$ cat config.mk
export PLATFORM = sky130hd
export DESIGN_NAME = shift_rotate_right_unit
export DESIGN_NICKNAME = d
export VERILOG_FILES = /design/src/shift_unit_pkg.sv /design/src/shift_core.sv /design/src/shift_rotate_right_unit.sv
export SDC_FILE = /design/constraint.sdc
export NUM_CORES = 1
export LEC_CHECK = 0
export BUFFER_PORTS_ARGS = -buffer_cell sky130_fd_sc_hd__buf_2
export CAP_MARGIN = 15
export CORE_AREA = 5 5 89 124
export CTS_CLUSTER_SIZE = 20
export DETAILED_ROUTE_END_ITERATION = 12
export DIE_AREA = 0 0 94 129
export GPL_TIMING_DRIVEN = 0
export PLACE_DENSITY = 0.83
export SLEW_MARGIN = 20
export SYNTH_ARGS = -nofsm -noshare
export SYNTH_HDL_FRONTEND = slang
export SYNTH_SLANG_ARGS = --single-unit
$ cat constraint.sdc
create_clock -name ref_clk -period 3.03 [get_ports ref_clk]
set_clock_uncertainty 0.05 [all_clocks]
set_input_delay 0.303 -clock ref_clk [delete_from_list [all_inputs] [get_ports ref_clk]]
set_output_delay 0.303 -clock ref_clk [all_outputs]
set_load 0.03 [all_outputs]
$ cat src/shift_unit_pkg.sv
package shift_unit_pkg;

  // prefix and operation bytes
  localparam logic [7:0] CB_PREFIX   = 8'hcb;
  localparam logic [7:0] IDX1_PREFIX = 8'hdd;
  localparam logic [7:0] IDX2_PREFIX = 8'hfd;
  // operation field, bits 7:3 of the operation byte
  localparam logic [4:0] OPF_RRTC    = 5'h03;  // 0x18..0x1f, memory form 1e
  localparam logic [4:0] OPF_ASL     = 5'h04;  // 0x20..0x27, memory form 26
  localparam logic [4:0] OPF_ASR     = 5'h05;  // 0x28..0x2f
  localparam logic [4:0] OPF_LSR     = 5'h07;  // 0x38..0x3f
  localparam logic [2:0] REG_MEM     = 3'h6;   // memory operand code
  localparam logic [2:0] REG_ACC     = 3'h7;

  // machine-cycle state counts for indexed forms (23 total)
  localparam logic [2:0] MC_FETCH_PFX = 3'h4;
  localparam logic [2:0] MC_FETCH_CB  = 3'h4;
  localparam logic [2:0] MC_DISP      = 3'h3;
  localparam logic [2:0] MC_OPCALC    = 3'h5;
  localparam logic [2:0] MC_MEMRD     = 3'h4;
  localparam logic [2:0] MC_MEMWR     = 3'h3;
  // register form: 4,4 ; pointer memory form: 4,4,4,3
  localparam logic [2:0] MC_PTR_RD    = 3'h4;

  // flag bit positions in the flag byte
  localparam int FLAG_C = 0;
  localparam int FLAG_N = 1;
  localparam int FLAG_P = 2;
  localparam int FLAG_H = 4;
  localparam int FLAG_Z = 6;
  localparam int FLAG_S = 7;

  localparam logic [7:0] FLAGS_RESET = 8'h00;
  localparam logic [7:0] BYTE_RESET  = 8'h00;

  typedef enum logic [1:0] {
    OP_RRTC = 2'b00,
    OP_ASL  = 2'b01,
    OP_ASR  = 2'b10,
    OP_LSR  = 2'b11
  } shift_op_t;

endpackage

$ cat src/shift_core.sv
`timescale 1ns/1ps
`default_nettype none

// pure combinational byte shifter with flag generation
module shift_core (
  input  wire logic [1:0] op,        // operation select
  input  wire logic [7:0] operand,   // source byte
  input  wire logic       carry_in,  // current carry flag
  output logic      [7:0] result,    // shifted byte
  output logic      [7:0] flags      // new flag byte
);

  // shift network and flags
  always_comb begin
    result = 8'h00;
    unique case (shift_unit_pkg::shift_op_t'(op))
      shift_unit_pkg::OP_RRTC: result = {carry_in, operand[7:1]};
      shift_unit_pkg::OP_ASL:  result = {operand[6:0], 1'b0};
      shift_unit_pkg::OP_ASR:  result = {operand[7], operand[7:1]};
      shift_unit_pkg::OP_LSR:  result = {1'b0, operand[7:1]};
    endcase
    flags = shift_unit_pkg::FLAGS_RESET;
    flags[shift_unit_pkg::FLAG_C] = (op == 2'b01) ? operand[7] : operand[0];
    // sign is simply bit 7; for the logical shift that bit is always zero
    flags[shift_unit_pkg::FLAG_S] = result[7];
    flags[shift_unit_pkg::FLAG_Z] = (result == 8'h00);
    flags[shift_unit_pkg::FLAG_P] = ~^result;
  end

endmodule

`default_nettype wire

$ cat src/shift_rotate_right_unit.sv
// The address map and the address-and-strobe port were decided locally.
`timescale 1ns/1ps
`default_nettype none

module shift_rotate_right_unit (
  input  wire logic        ref_clk,    // core clock
  input  wire logic        srst,       // synchronous reset, active high
  input  wire logic        byte_valid, // instruction byte presented
  input  wire logic [7:0]  byte_in,    // instruction stream byte
  input  wire logic [7:0]  flags_in,   // current flag byte
  input  wire logic [7:0]  reg_rd_data,// selected register contents
  input  wire logic [15:0] ptr_pair,   // memory pointer pair
  input  wire logic [15:0] idx_first,  // first index register
  input  wire logic [15:0] idx_second, // second index register
  input  wire logic [7:0]  mem_rd_data,// memory read data
  output logic             byte_ready, // unit takes the next byte
  output logic [2:0]       reg_sel,    // register field to read or write
  output logic             reg_we,     // register write pulse
  output logic [7:0]       reg_wr_data,// register write data
  output logic [15:0]      mem_addr,   // memory address
  output logic             mem_rd,     // memory read pulse
  output logic             mem_we,     // memory write pulse
  output logic [7:0]       mem_wr_data,// memory write data
  output logic             flags_we,   // flag write pulse
  output logic [7:0]       flags_out,  // new flag byte
  output logic             done        // instruction complete pulse
);

  typedef enum logic [3:0] {
    ST_IDLE   = 4'b0000,
    ST_CB     = 4'b0001,
    ST_OP     = 4'b0010,
    ST_IXCB   = 4'b0011,
    ST_DISP   = 4'b0100,
    ST_IXOP   = 4'b0101,
    ST_CALC   = 4'b0110,
    ST_MRD    = 4'b0111,
    ST_MWR    = 4'b1000,
    ST_REGOP  = 4'b1001,
    ST_MLAT   = 4'b1010
  } state_t;

  state_t      state;
  logic [2:0]  tcnt;        // states left in current machine cycle
  logic        use_index;   // indexed form in flight
  logic        idx_sel;     // 0 first, 1 second index register
  logic [7:0]  disp;
  logic [1:0]  op;
  logic [7:0]  operand;
  logic [7:0]  alu_result;
  logic [7:0]  alu_flags;
  logic        op_known;
  logic [15:0] idx_base;
  logic [15:0] eff_addr;

  shift_core u_core (
    .op       (op),
    .operand  (operand),
    .carry_in (flags_in[shift_unit_pkg::FLAG_C]),
    .result   (alu_result),
    .flags    (alu_flags)
  );

  // decode of the operation field, unknown codes fall outside this unit
  always_comb begin
    op_known = 1'b1;
    unique case (byte_in[7:3])
      shift_unit_pkg::OPF_RRTC: op_known = 1'b1;
      shift_unit_pkg::OPF_ASL:  op_known = 1'b1;
      shift_unit_pkg::OPF_ASR:  op_known = 1'b1;
      shift_unit_pkg::OPF_LSR:  op_known = 1'b1;
      default:                  op_known = 1'b0;
    endcase
  end

  // signed displacement added to the chosen index register
  assign idx_base = idx_sel ? idx_second : idx_first;
  assign eff_addr = idx_base + {{8{disp[7]}}, disp};

  // main sequencer: prefix decode and machine-cycle timing
  always_ff @(posedge ref_clk) begin
    if (srst) begin
      state       <= ST_IDLE;
      tcnt        <= 3'h0;
      use_index   <= 1'b0;
      idx_sel     <= 1'b0;
      disp        <= shift_unit_pkg::BYTE_RESET;
      op          <= 2'b00;
      operand     <= shift_unit_pkg::BYTE_RESET;
      byte_ready  <= 1'b1;
      reg_sel     <= 3'h0;
      reg_we      <= 1'b0;
      reg_wr_data <= shift_unit_pkg::BYTE_RESET;
      mem_addr    <= 16'h0000;
      mem_rd      <= 1'b0;
      mem_we      <= 1'b0;
      mem_wr_data <= shift_unit_pkg::BYTE_RESET;
      flags_we    <= 1'b0;
      flags_out   <= shift_unit_pkg::FLAGS_RESET;
      done        <= 1'b0;
    end else begin
      // pulses last one cycle
      reg_we   <= 1'b0;
      mem_rd   <= 1'b0;
      mem_we   <= 1'b0;
      flags_we <= 1'b0;
      done     <= 1'b0;
      if (tcnt != 3'h0) begin
        // stall until the machine cycle's states are spent
        tcnt <= tcnt - 3'h1;
        byte_ready <= (tcnt == 3'h1) &&
                      (state inside {ST_IDLE, ST_CB, ST_OP, ST_IXCB, ST_DISP, ST_IXOP});
      end else begin
        unique case (state)
          ST_IDLE: begin
            if (byte_valid && byte_ready) begin
              use_index <= 1'b0;
              if (byte_in == shift_unit_pkg::CB_PREFIX) begin
                state <= ST_OP;
                byte_ready <= 1'b0;
                tcnt <= shift_unit_pkg::MC_FETCH_PFX - 3'h1;
              end else if (byte_in == shift_unit_pkg::IDX1_PREFIX ||
                           byte_in == shift_unit_pkg::IDX2_PREFIX) begin
                idx_sel <= (byte_in == shift_unit_pkg::IDX2_PREFIX);
                use_index <= 1'b1;
                state <= ST_IXCB;
                byte_ready <= 1'b0;
                tcnt <= shift_unit_pkg::MC_FETCH_PFX - 3'h1;
              end
            end
          end
          ST_IXCB: begin
            if (byte_valid && byte_ready) begin
              byte_ready <= 1'b0;
              if (byte_in == shift_unit_pkg::CB_PREFIX) begin
                state <= ST_DISP;
                tcnt <= shift_unit_pkg::MC_FETCH_CB - 3'h1;
              end else begin
                state <= ST_IDLE;  // not ours, hand back
                byte_ready <= 1'b1;
              end
            end
          end
          ST_DISP: begin
            if (byte_valid && byte_ready) begin
              disp <= byte_in;
              byte_ready <= 1'b0;
              state <= ST_IXOP;
              tcnt <= shift_unit_pkg::MC_DISP - 3'h1;
            end
          end
          ST_IXOP: begin
            // the operation byte's register field is ignored here:
            // indexed forms always address memory
            if (byte_valid && byte_ready) begin
              byte_ready <= 1'b0;
              if (op_known) begin
                op <= (byte_in[7:3] == shift_unit_pkg::OPF_RRTC) ? 2'b00 :
                      (byte_in[7:3] == shift_unit_pkg::OPF_ASL)  ? 2'b01 :
                      (byte_in[7:3] == shift_unit_pkg::OPF_ASR)  ? 2'b10 : 2'b11;
                mem_addr <= eff_addr;
                state <= ST_MRD;
                tcnt <= shift_unit_pkg::MC_OPCALC - 3'h1;
              end else begin
                state <= ST_IDLE;
                byte_ready <= 1'b1;
              end
            end
          end
          ST_OP: begin
            if (byte_valid && byte_ready) begin
              byte_ready <= 1'b0;
              if (op_known) begin
                op <= (byte_in[7:3] == shift_unit_pkg::OPF_RRTC) ? 2'b00 :
                      (byte_in[7:3] == shift_unit_pkg::OPF_ASL)  ? 2'b01 :
                      (byte_in[7:3] == shift_unit_pkg::OPF_ASR)  ? 2'b10 : 2'b11;
                reg_sel <= byte_in[2:0];
                if (byte_in[2:0] == shift_unit_pkg::REG_MEM) begin
                  mem_addr <= ptr_pair;
                  state <= ST_MRD;
                  tcnt <= shift_unit_pkg::MC_FETCH_CB - 3'h1;
                end else begin
                  // the operand load cycle belongs to this machine cycle; write-back in ST_CALC comes after it
                  state <= ST_REGOP;
                  tcnt <= shift_unit_pkg::MC_FETCH_CB - 3'h2;
                end
              end else begin
                state <= ST_IDLE;
                byte_ready <= 1'b1;
              end
            end
          end
          ST_REGOP: begin
            // register form: operand read here; result and flags written back together next cycle in ST_CALC
            operand <= reg_rd_data;
            state <= ST_CALC;
          end
          ST_MRD: begin
            // raise the strobe first; the byte is only valid while it stands
            mem_rd <= 1'b1;
            state <= ST_MLAT;
          end
          ST_MLAT: begin
            operand <= mem_rd_data;
            state <= ST_CALC;
            // the strobe and latch cycles are already two states of the read cycle
            tcnt <= (use_index ? shift_unit_pkg::MC_MEMRD
                               : shift_unit_pkg::MC_PTR_RD) - 3'h2;
          end
          ST_CALC: begin
            flags_out <= alu_flags;
            flags_we  <= 1'b1;
            if (reg_sel == shift_unit_pkg::REG_MEM || use_index) begin
              mem_wr_data <= alu_result;
              mem_we <= 1'b1;
              state <= ST_MWR;
              tcnt <= shift_unit_pkg::MC_MEMWR - 3'h1;
            end else begin
              reg_wr_data <= alu_result;
              reg_we <= 1'b1;
              done <= 1'b1;
              byte_ready <= 1'b1;
              state <= ST_IDLE;
            end
          end
          ST_MWR: begin
            done <= 1'b1;
            byte_ready <= 1'b1;
            use_index <= 1'b0;
            reg_sel <= 3'h0;
            state <= ST_IDLE;
          end
          default: begin
            state <= ST_IDLE;
            byte_ready <= 1'b1;
          end
        endcase
      end
    end
  end

endmodule

`default_nettype wire

# Word-level counts from Yosys, hierarchy flattened
# Cells that the tools add are included.
# word_totals
register_bits	72
input_bits	83
out_inout_bits	49
# op_classes
addsub	2
n_eq_ne	45
mux	64
bitwise_logic	4
n_reduce_logical	34
# ops
op	count
two-way mux 16 bit	6
two-way mux 3 bit	16
two-way mux 4 bit	10
one-hot mux 16 bit (2 select lines)	1
one-hot mux 4 bit (8 select lines)	1
one-hot mux 8 bit (4 select lines)	1
equality test 8 bit (second input constant)	3
two-way mux 1 bit	21
one-hot mux 3 bit (7 select lines)	1
AND reduction 7 bit	3
!= test 3 x 2 -> 1 bit (second input constant)	6
adder 16 bit	1
equality test 4 x 3 -> 1 bit (second input constant)	4
one-hot mux 8 bit (2 select lines)	1
equality test 5 x 3 -> 1 bit (second input constant)	3
!= test 2 x 1 -> 1 bit (second input constant)	7
equality test 4 bit (second input constant)	3
!= test 3 bit (second input constant)	4
AND reduction 3 bit	4
AND reduction 11 bit	1
equality test 4 x 2 -> 1 bit (second input constant)	2
zero test 8 bit	1
AND reduction 4 bit	2
nonzero test 2 bit	4
28 further kinds	43

# Longest topological paths before layout
# logic_depth
ltp_word	7
ltp_mapped	11

# By module
# A second synthesis with hierarchy kept.
# hier_totals
hier_cells	585
area_unflattened_um2	4942.2
# modules_own_cells
module	n_inst	cells_per_inst	area_per_inst_um2	seq_area_each_um2
shift_rotate_right_unit	1	549	4599.4	1521.5
shift_core	1	36	342.8	0.0

# Worst setup path after synthesis
# Ideal clock, no wire load.
# synth_path
path_kind	register to register
startpoint	reg idx_sel
endpoint	reg mem_addr[11]
setup_time_ns	0.127
t_arrival_ns	2.708
required_time_ns	2.853
slack_ns	0.145
stages_incl_launch_ff	11
n_path_buf	2
synth_period_minus_slack_ns	2.885
path_cell_list	dfxtp_1 > clkbuf_1 > clkbuf_1 > mux2i_1 > inv_1 > ha_1 > a211oi_1 > o21ai_0 > a21oi_1 > a211oi_1 > or3_1
# synth_via
elab_chain_len	5
# synth_lines
item	line_no	rtl
start: declaration	shift_rotate_right_unit.sv:46	logic idx_sel;
start signal: assignment	shift_rotate_right_unit.sv:124	idx_sel <= (byte_in == shift_unit_pkg::IDX2_PREFIX);
two-way mux 16 bit	shift_rotate_right_unit.sv:77	assign idx_base = idx_sel ? idx_second : idx_first;
adder 16 bit	shift_rotate_right_unit.sv:78	assign eff_addr = idx_base + {{8{disp[7]}}, disp};
two-way mux 16 bit	shift_rotate_right_unit.sv:157	if (op_known) begin
two-way mux 16 bit	shift_rotate_right_unit.sv:155	if (byte_valid && byte_ready) begin
one-hot mux 16 bit (2 select lines)	shift_rotate_right_unit.sv:114	unique case (state)
end signal: assignment	shift_rotate_right_unit.sv:161	mem_addr <= eff_addr;
end signal: assignment	shift_rotate_right_unit.sv:179	mem_addr <= ptr_pair;
end: declaration	shift_rotate_right_unit.sv:20	output logic [15:0] mem_addr,
# Every way passes these cells. The select of a mux whose other input is x is not followed.
# A chain may end at the register's enable or synchronous reset.

# Final worst setup path
# layout_path
startpoint	reg idx_sel
endpoint	reg mem_addr[12]
# Same word-level chain as after synthesis.

==> flow_summary_export.csv <==
group,metric,value,unit
floorplanning,die_y,129,um
logic_synthesis,synth_area,4590,sq um
logic_synthesis,synthTopCellsByArea,"dfxtp_1 31%, nor2_1 6.9%, mux2i_1 6.8%",
global_routing,first_global_vias,4658,
place,dp_hpwl,11100,um
critical_path,r2r_end,"mem_addr[12]$_SDFFE_PP0P_",
critical_path,slowest_stage,"dfxtp_2",
logic_synthesis,avgSynthCellArea,8.09,sq um
route,wl,14100,um
sta,finalHoldViolCount,0,
clock_network,cts_buffers,9,
finish,multiInputGateArea,2920,sq um
logic_synthesis,synth.yosys.seq_area_share,31.4,%
logic_synthesis,synth_fa_ha_area_share,6.43,%
logic_synthesis,syn_inst,568,
logic_synthesis,yosysTopAreaCellShare,31.4,%
logic_synthesis,synth_top_family_by_area,"compound AO/OA/AOI/OAI gates",
global_routing,antenna_found_initial,0,
critical_path,reg2regPathDepth,10,
route,drt_iter0_markers,339,
pwr,p_leak,2.54,nW
critical_path,crit_type,"reg -> reg",
global_routing,grt_max_degree,13,
critical_path,worstReg2RegStart,"idx_sel$_SDFFE_PP0P_",
clock_network,clk_pin_slew,60,ps
clock_network,hold_buffers,0,
finish,final_util,58.1,%
floorplanning,rows,43,
sta,holdWs,189,ps
route,route.detailed.drc,0,
finish,areaGrowthSynthToFinish,23.8,%
logic_synthesis,synth_compound_gate_area_share,22.3,%
sta,rsz0062_at_grt,"no",
finish,register_area,1440,sq um
clock_network,clock-root-buffer,"clkbuf_16",
sta,slew_headroom,45.7,%
critical_path,critPathLaunchType,"flip-flop",
finish,final_common_cell,"buf_2",
logic_synthesis,synth_edf_count,0,
critical_path,max_stage_delay,420,ps
floorplanning,fp.dieW,94,um
critical_path,worstSetupStartpoint,"idx_sel$_SDFFE_PP0P_",
floorplanning,io_pins,132,
logic_synthesis,synth_ff_type,"dfxtp_1",
clock_network,clock_sinks,72,
finish,nets,806,
status,outcome,"complete, no violations",
logic_synthesis,synthXorXnorAreaFrac,2.67,%
global_routing,grt_pass1_wl,22500,um
route,post_drt_wl_per_cell,16.8,um
run,cap_violations,0,
place,portBuffers,119,
sta,fin_crit,2830,ps
critical_path,cp-end-kind,"flip-flop",
place,dp_cells,825,
sta,period_share,93.4,%
finish,drive_gt1_share,25.2,%
sta,drv_slew,0,
logic_synthesis,synth-seq-cells,72,
finish,diodes,0,
clock_network,cts_tree,"yes",
pwr,p_per_area,447,nW/um^2
sta,max_freq,0.353,GHz
sta,finalSetupViolCount,0,
clock_network,worstSkewPairLatency,330,ps
floorplanning,dieArea,12100,sq um
clock_network,cts_buffer_depth,2,
global_routing,track_usage,23.3,%
critical_path,path_cells,"clkbuf_4, mux2_2, ha_1, clkbuf_1, a21oi_1, o21ai_0, a211oi_1, o21bai_1, xnor2_1, a311oi_1",
route,ant_nets,0,
logic_synthesis,ys_async_sr_fraction,0,%
critical_path,worst_ep_arrival_time,3020,ps
critical_path,endpoint,"mem_addr[12]$_SDFFE_PP0P_",
logic_synthesis,yosys.area.top_type,"dfxtp_1",
finish,nFillCells,921,
global_routing,grt_overflow,0,
logic_synthesis,synthMuxAreaShare,10.4,%
logic_synthesis,yosysUniqueCellTypes,65,
route,vias,4783,
floorplanning,core_area,9790,sq um
min_path,min_path_type,"in -> reg",
critical_path,crit_path_max_fanout,10,
floorplanning,initial_core_util,46.9,%
logic_synthesis,synthSimpleGateAreaFrac,21.3,%
place,gp_congestion,0.950,
pwr,ir_worst_vdd,0.251,mV
logic_synthesis,yosysWarnings,0,
clock_network,cts_setup_buffers,0,
route,routed_via_density,5.69,
finish,final_cell_mix,"129 x buf_2, 85 x nor2_1, 71 x dfxtp_1",
clock_network,cts_max_level,3,
sta,worst_pin_slew,809,ps
finish,layout.cells.non_filler,840,
route,firstDrtPassIters,5,
critical_path,required,3220,ps
critical_path,rrSetupSlack,200,ps
sta,setup_tns,0,ps
==> critical path: cells and delay by family, from the launching register on <==
kind | cells | cell delay, ps
AOI/OAI and AO/OA | 5 | 1040
xor gates and xnor gates | 1 | 150
adders and majority gates | 1 | 270
buffers and inverters | 2 | 450
DFF | 1 | 420
muxes | 1 | 360
==> worst min path at each step <==
| stage | from | endpoint | slack [ps] | cells past startpoint |
|---|---|---|---|---|
| 2_1_floorplan | byte_in[0] | disp[0]$_SDFFE_PP0P_ | 400 | 2 |
| 3_5_place_dp | reg_wr_data[0]$_SDFFE_PP0N_ | reg_wr_data[0]$_SDFFE_PP0N_ | 410 | 2 |
| 5_1_grt | ptr_pair[0] | mem_addr[0]$_SDFFE_PP0P_ | 200 | 3 |
| 4_1_cts | ptr_pair[0] | mem_addr[0]$_SDFFE_PP0P_ | 180 | 3 |
| 3_3_place_gp | reg_wr_data[0]$_SDFFE_PP0N_ | reg_wr_data[0]$_SDFFE_PP0N_ | 400 | 2 |
| 6_report | ptr_pair[0] | mem_addr[0]$_SDFFE_PP0P_ | 190 | 3 |
==> final cells by class <==
cell class / instances / area share, %
Buffer: 38 / 3.45
Clock buffer: 12 / 4.51
Clock inverter: 4 / 0.902
Inverter: 14 / 0.924
Multi-Input combinational cell: 446 / 51.4
Sequential cell: 72 / 25.4
Tap cell: 135 / 2.97
Timing Repair Buffer: 119 / 10.5
==> synth_stat cells (all sizes together), types with 5 or more instances <==
master  number
nand3       12
mux2i       31
a21oi       47
nand4        7
o211ai       5
nor2        85
dfxtp       72
clkbuf      21
mux2        15
xnor2        9
o21ai       25
buf         18
nand2b       6
a21o         7
a211oi      23
nand2       42
ha          22
nor2b       15
a31oi       11
inv         14
a311oi       9
nor3         9
o22ai        7
xor2         5
==> layer usage <==
| layer | up-vias | track usage (%) | wire length, um |
|---|---|---|---|
| met3 | 42 | 3.74 | 729 |
| met2 | 196 | 41.0 | 7100 |
| met1 | 2221 | 27.4 | 5690 |
| li1 | 2324 | - | - |
| met5 | - | 0 | 0 |
| met4 | 0 | 10.8 | 556 |
==> logic make-up (layout without fill, tap and decap cells) <==
| family | count (synthesis) | after routing |
|---|---|---|
| other | 1 | 4 |
| and+or+nand+nor | 201 | 201 |
| xor gates and xnor gates | 14 | 14 |
| muxes | 46 | 46 |
| DFF | 72 | 72 |
| AOI/OAI and AO/OA | 158 | 158 |
| adders and majority gates | 23 | 23 |
| buffers and inverters | 53 | 187 |
==> registers in the layout, indices dropped and copies added (netlist names) <==
signal       flops
mem_addr        16
disp             8
mem_wr_data      8
operand          8
reg_wr_data      8
flags_out        4
state            4
reg_sel          3
tcnt             3
op               2
byte_ready       1
done             1
flags_we         1
idx_sel          1
mem_rd           1
mem_we           1
reg_we           1
use_index        1
==> report_power, final <==
| group | internal (mW) | total [mW] | switching (mW) |
|---|---|---|---|
| clock network | 0.684 | 1.09 | 0.410 |
| logic | 0.167 | 0.446 | 0.280 |
| registers | 0.973 | 1.00 | 0.0273 |
==> metrics by stage <==
stage                     total power [mW]  setup slack (ps)  instance area (sq um)
after floorplan                       1.30               145                   4600
after global placement                1.44              -324                   5370
after detailed placement              1.46              -419                   5370
after CTS                             2.54              17.1                   5680
after global routing                  2.64              15.3                   5690
final                                 2.54               200                   5690
==> timing repair <==
action                     CTS  global route
setup endpoints to repair   11             9
gates cloned                 0             0
resized for setup            4             2
No activity file was read; power rests on OpenSTA's default activity.
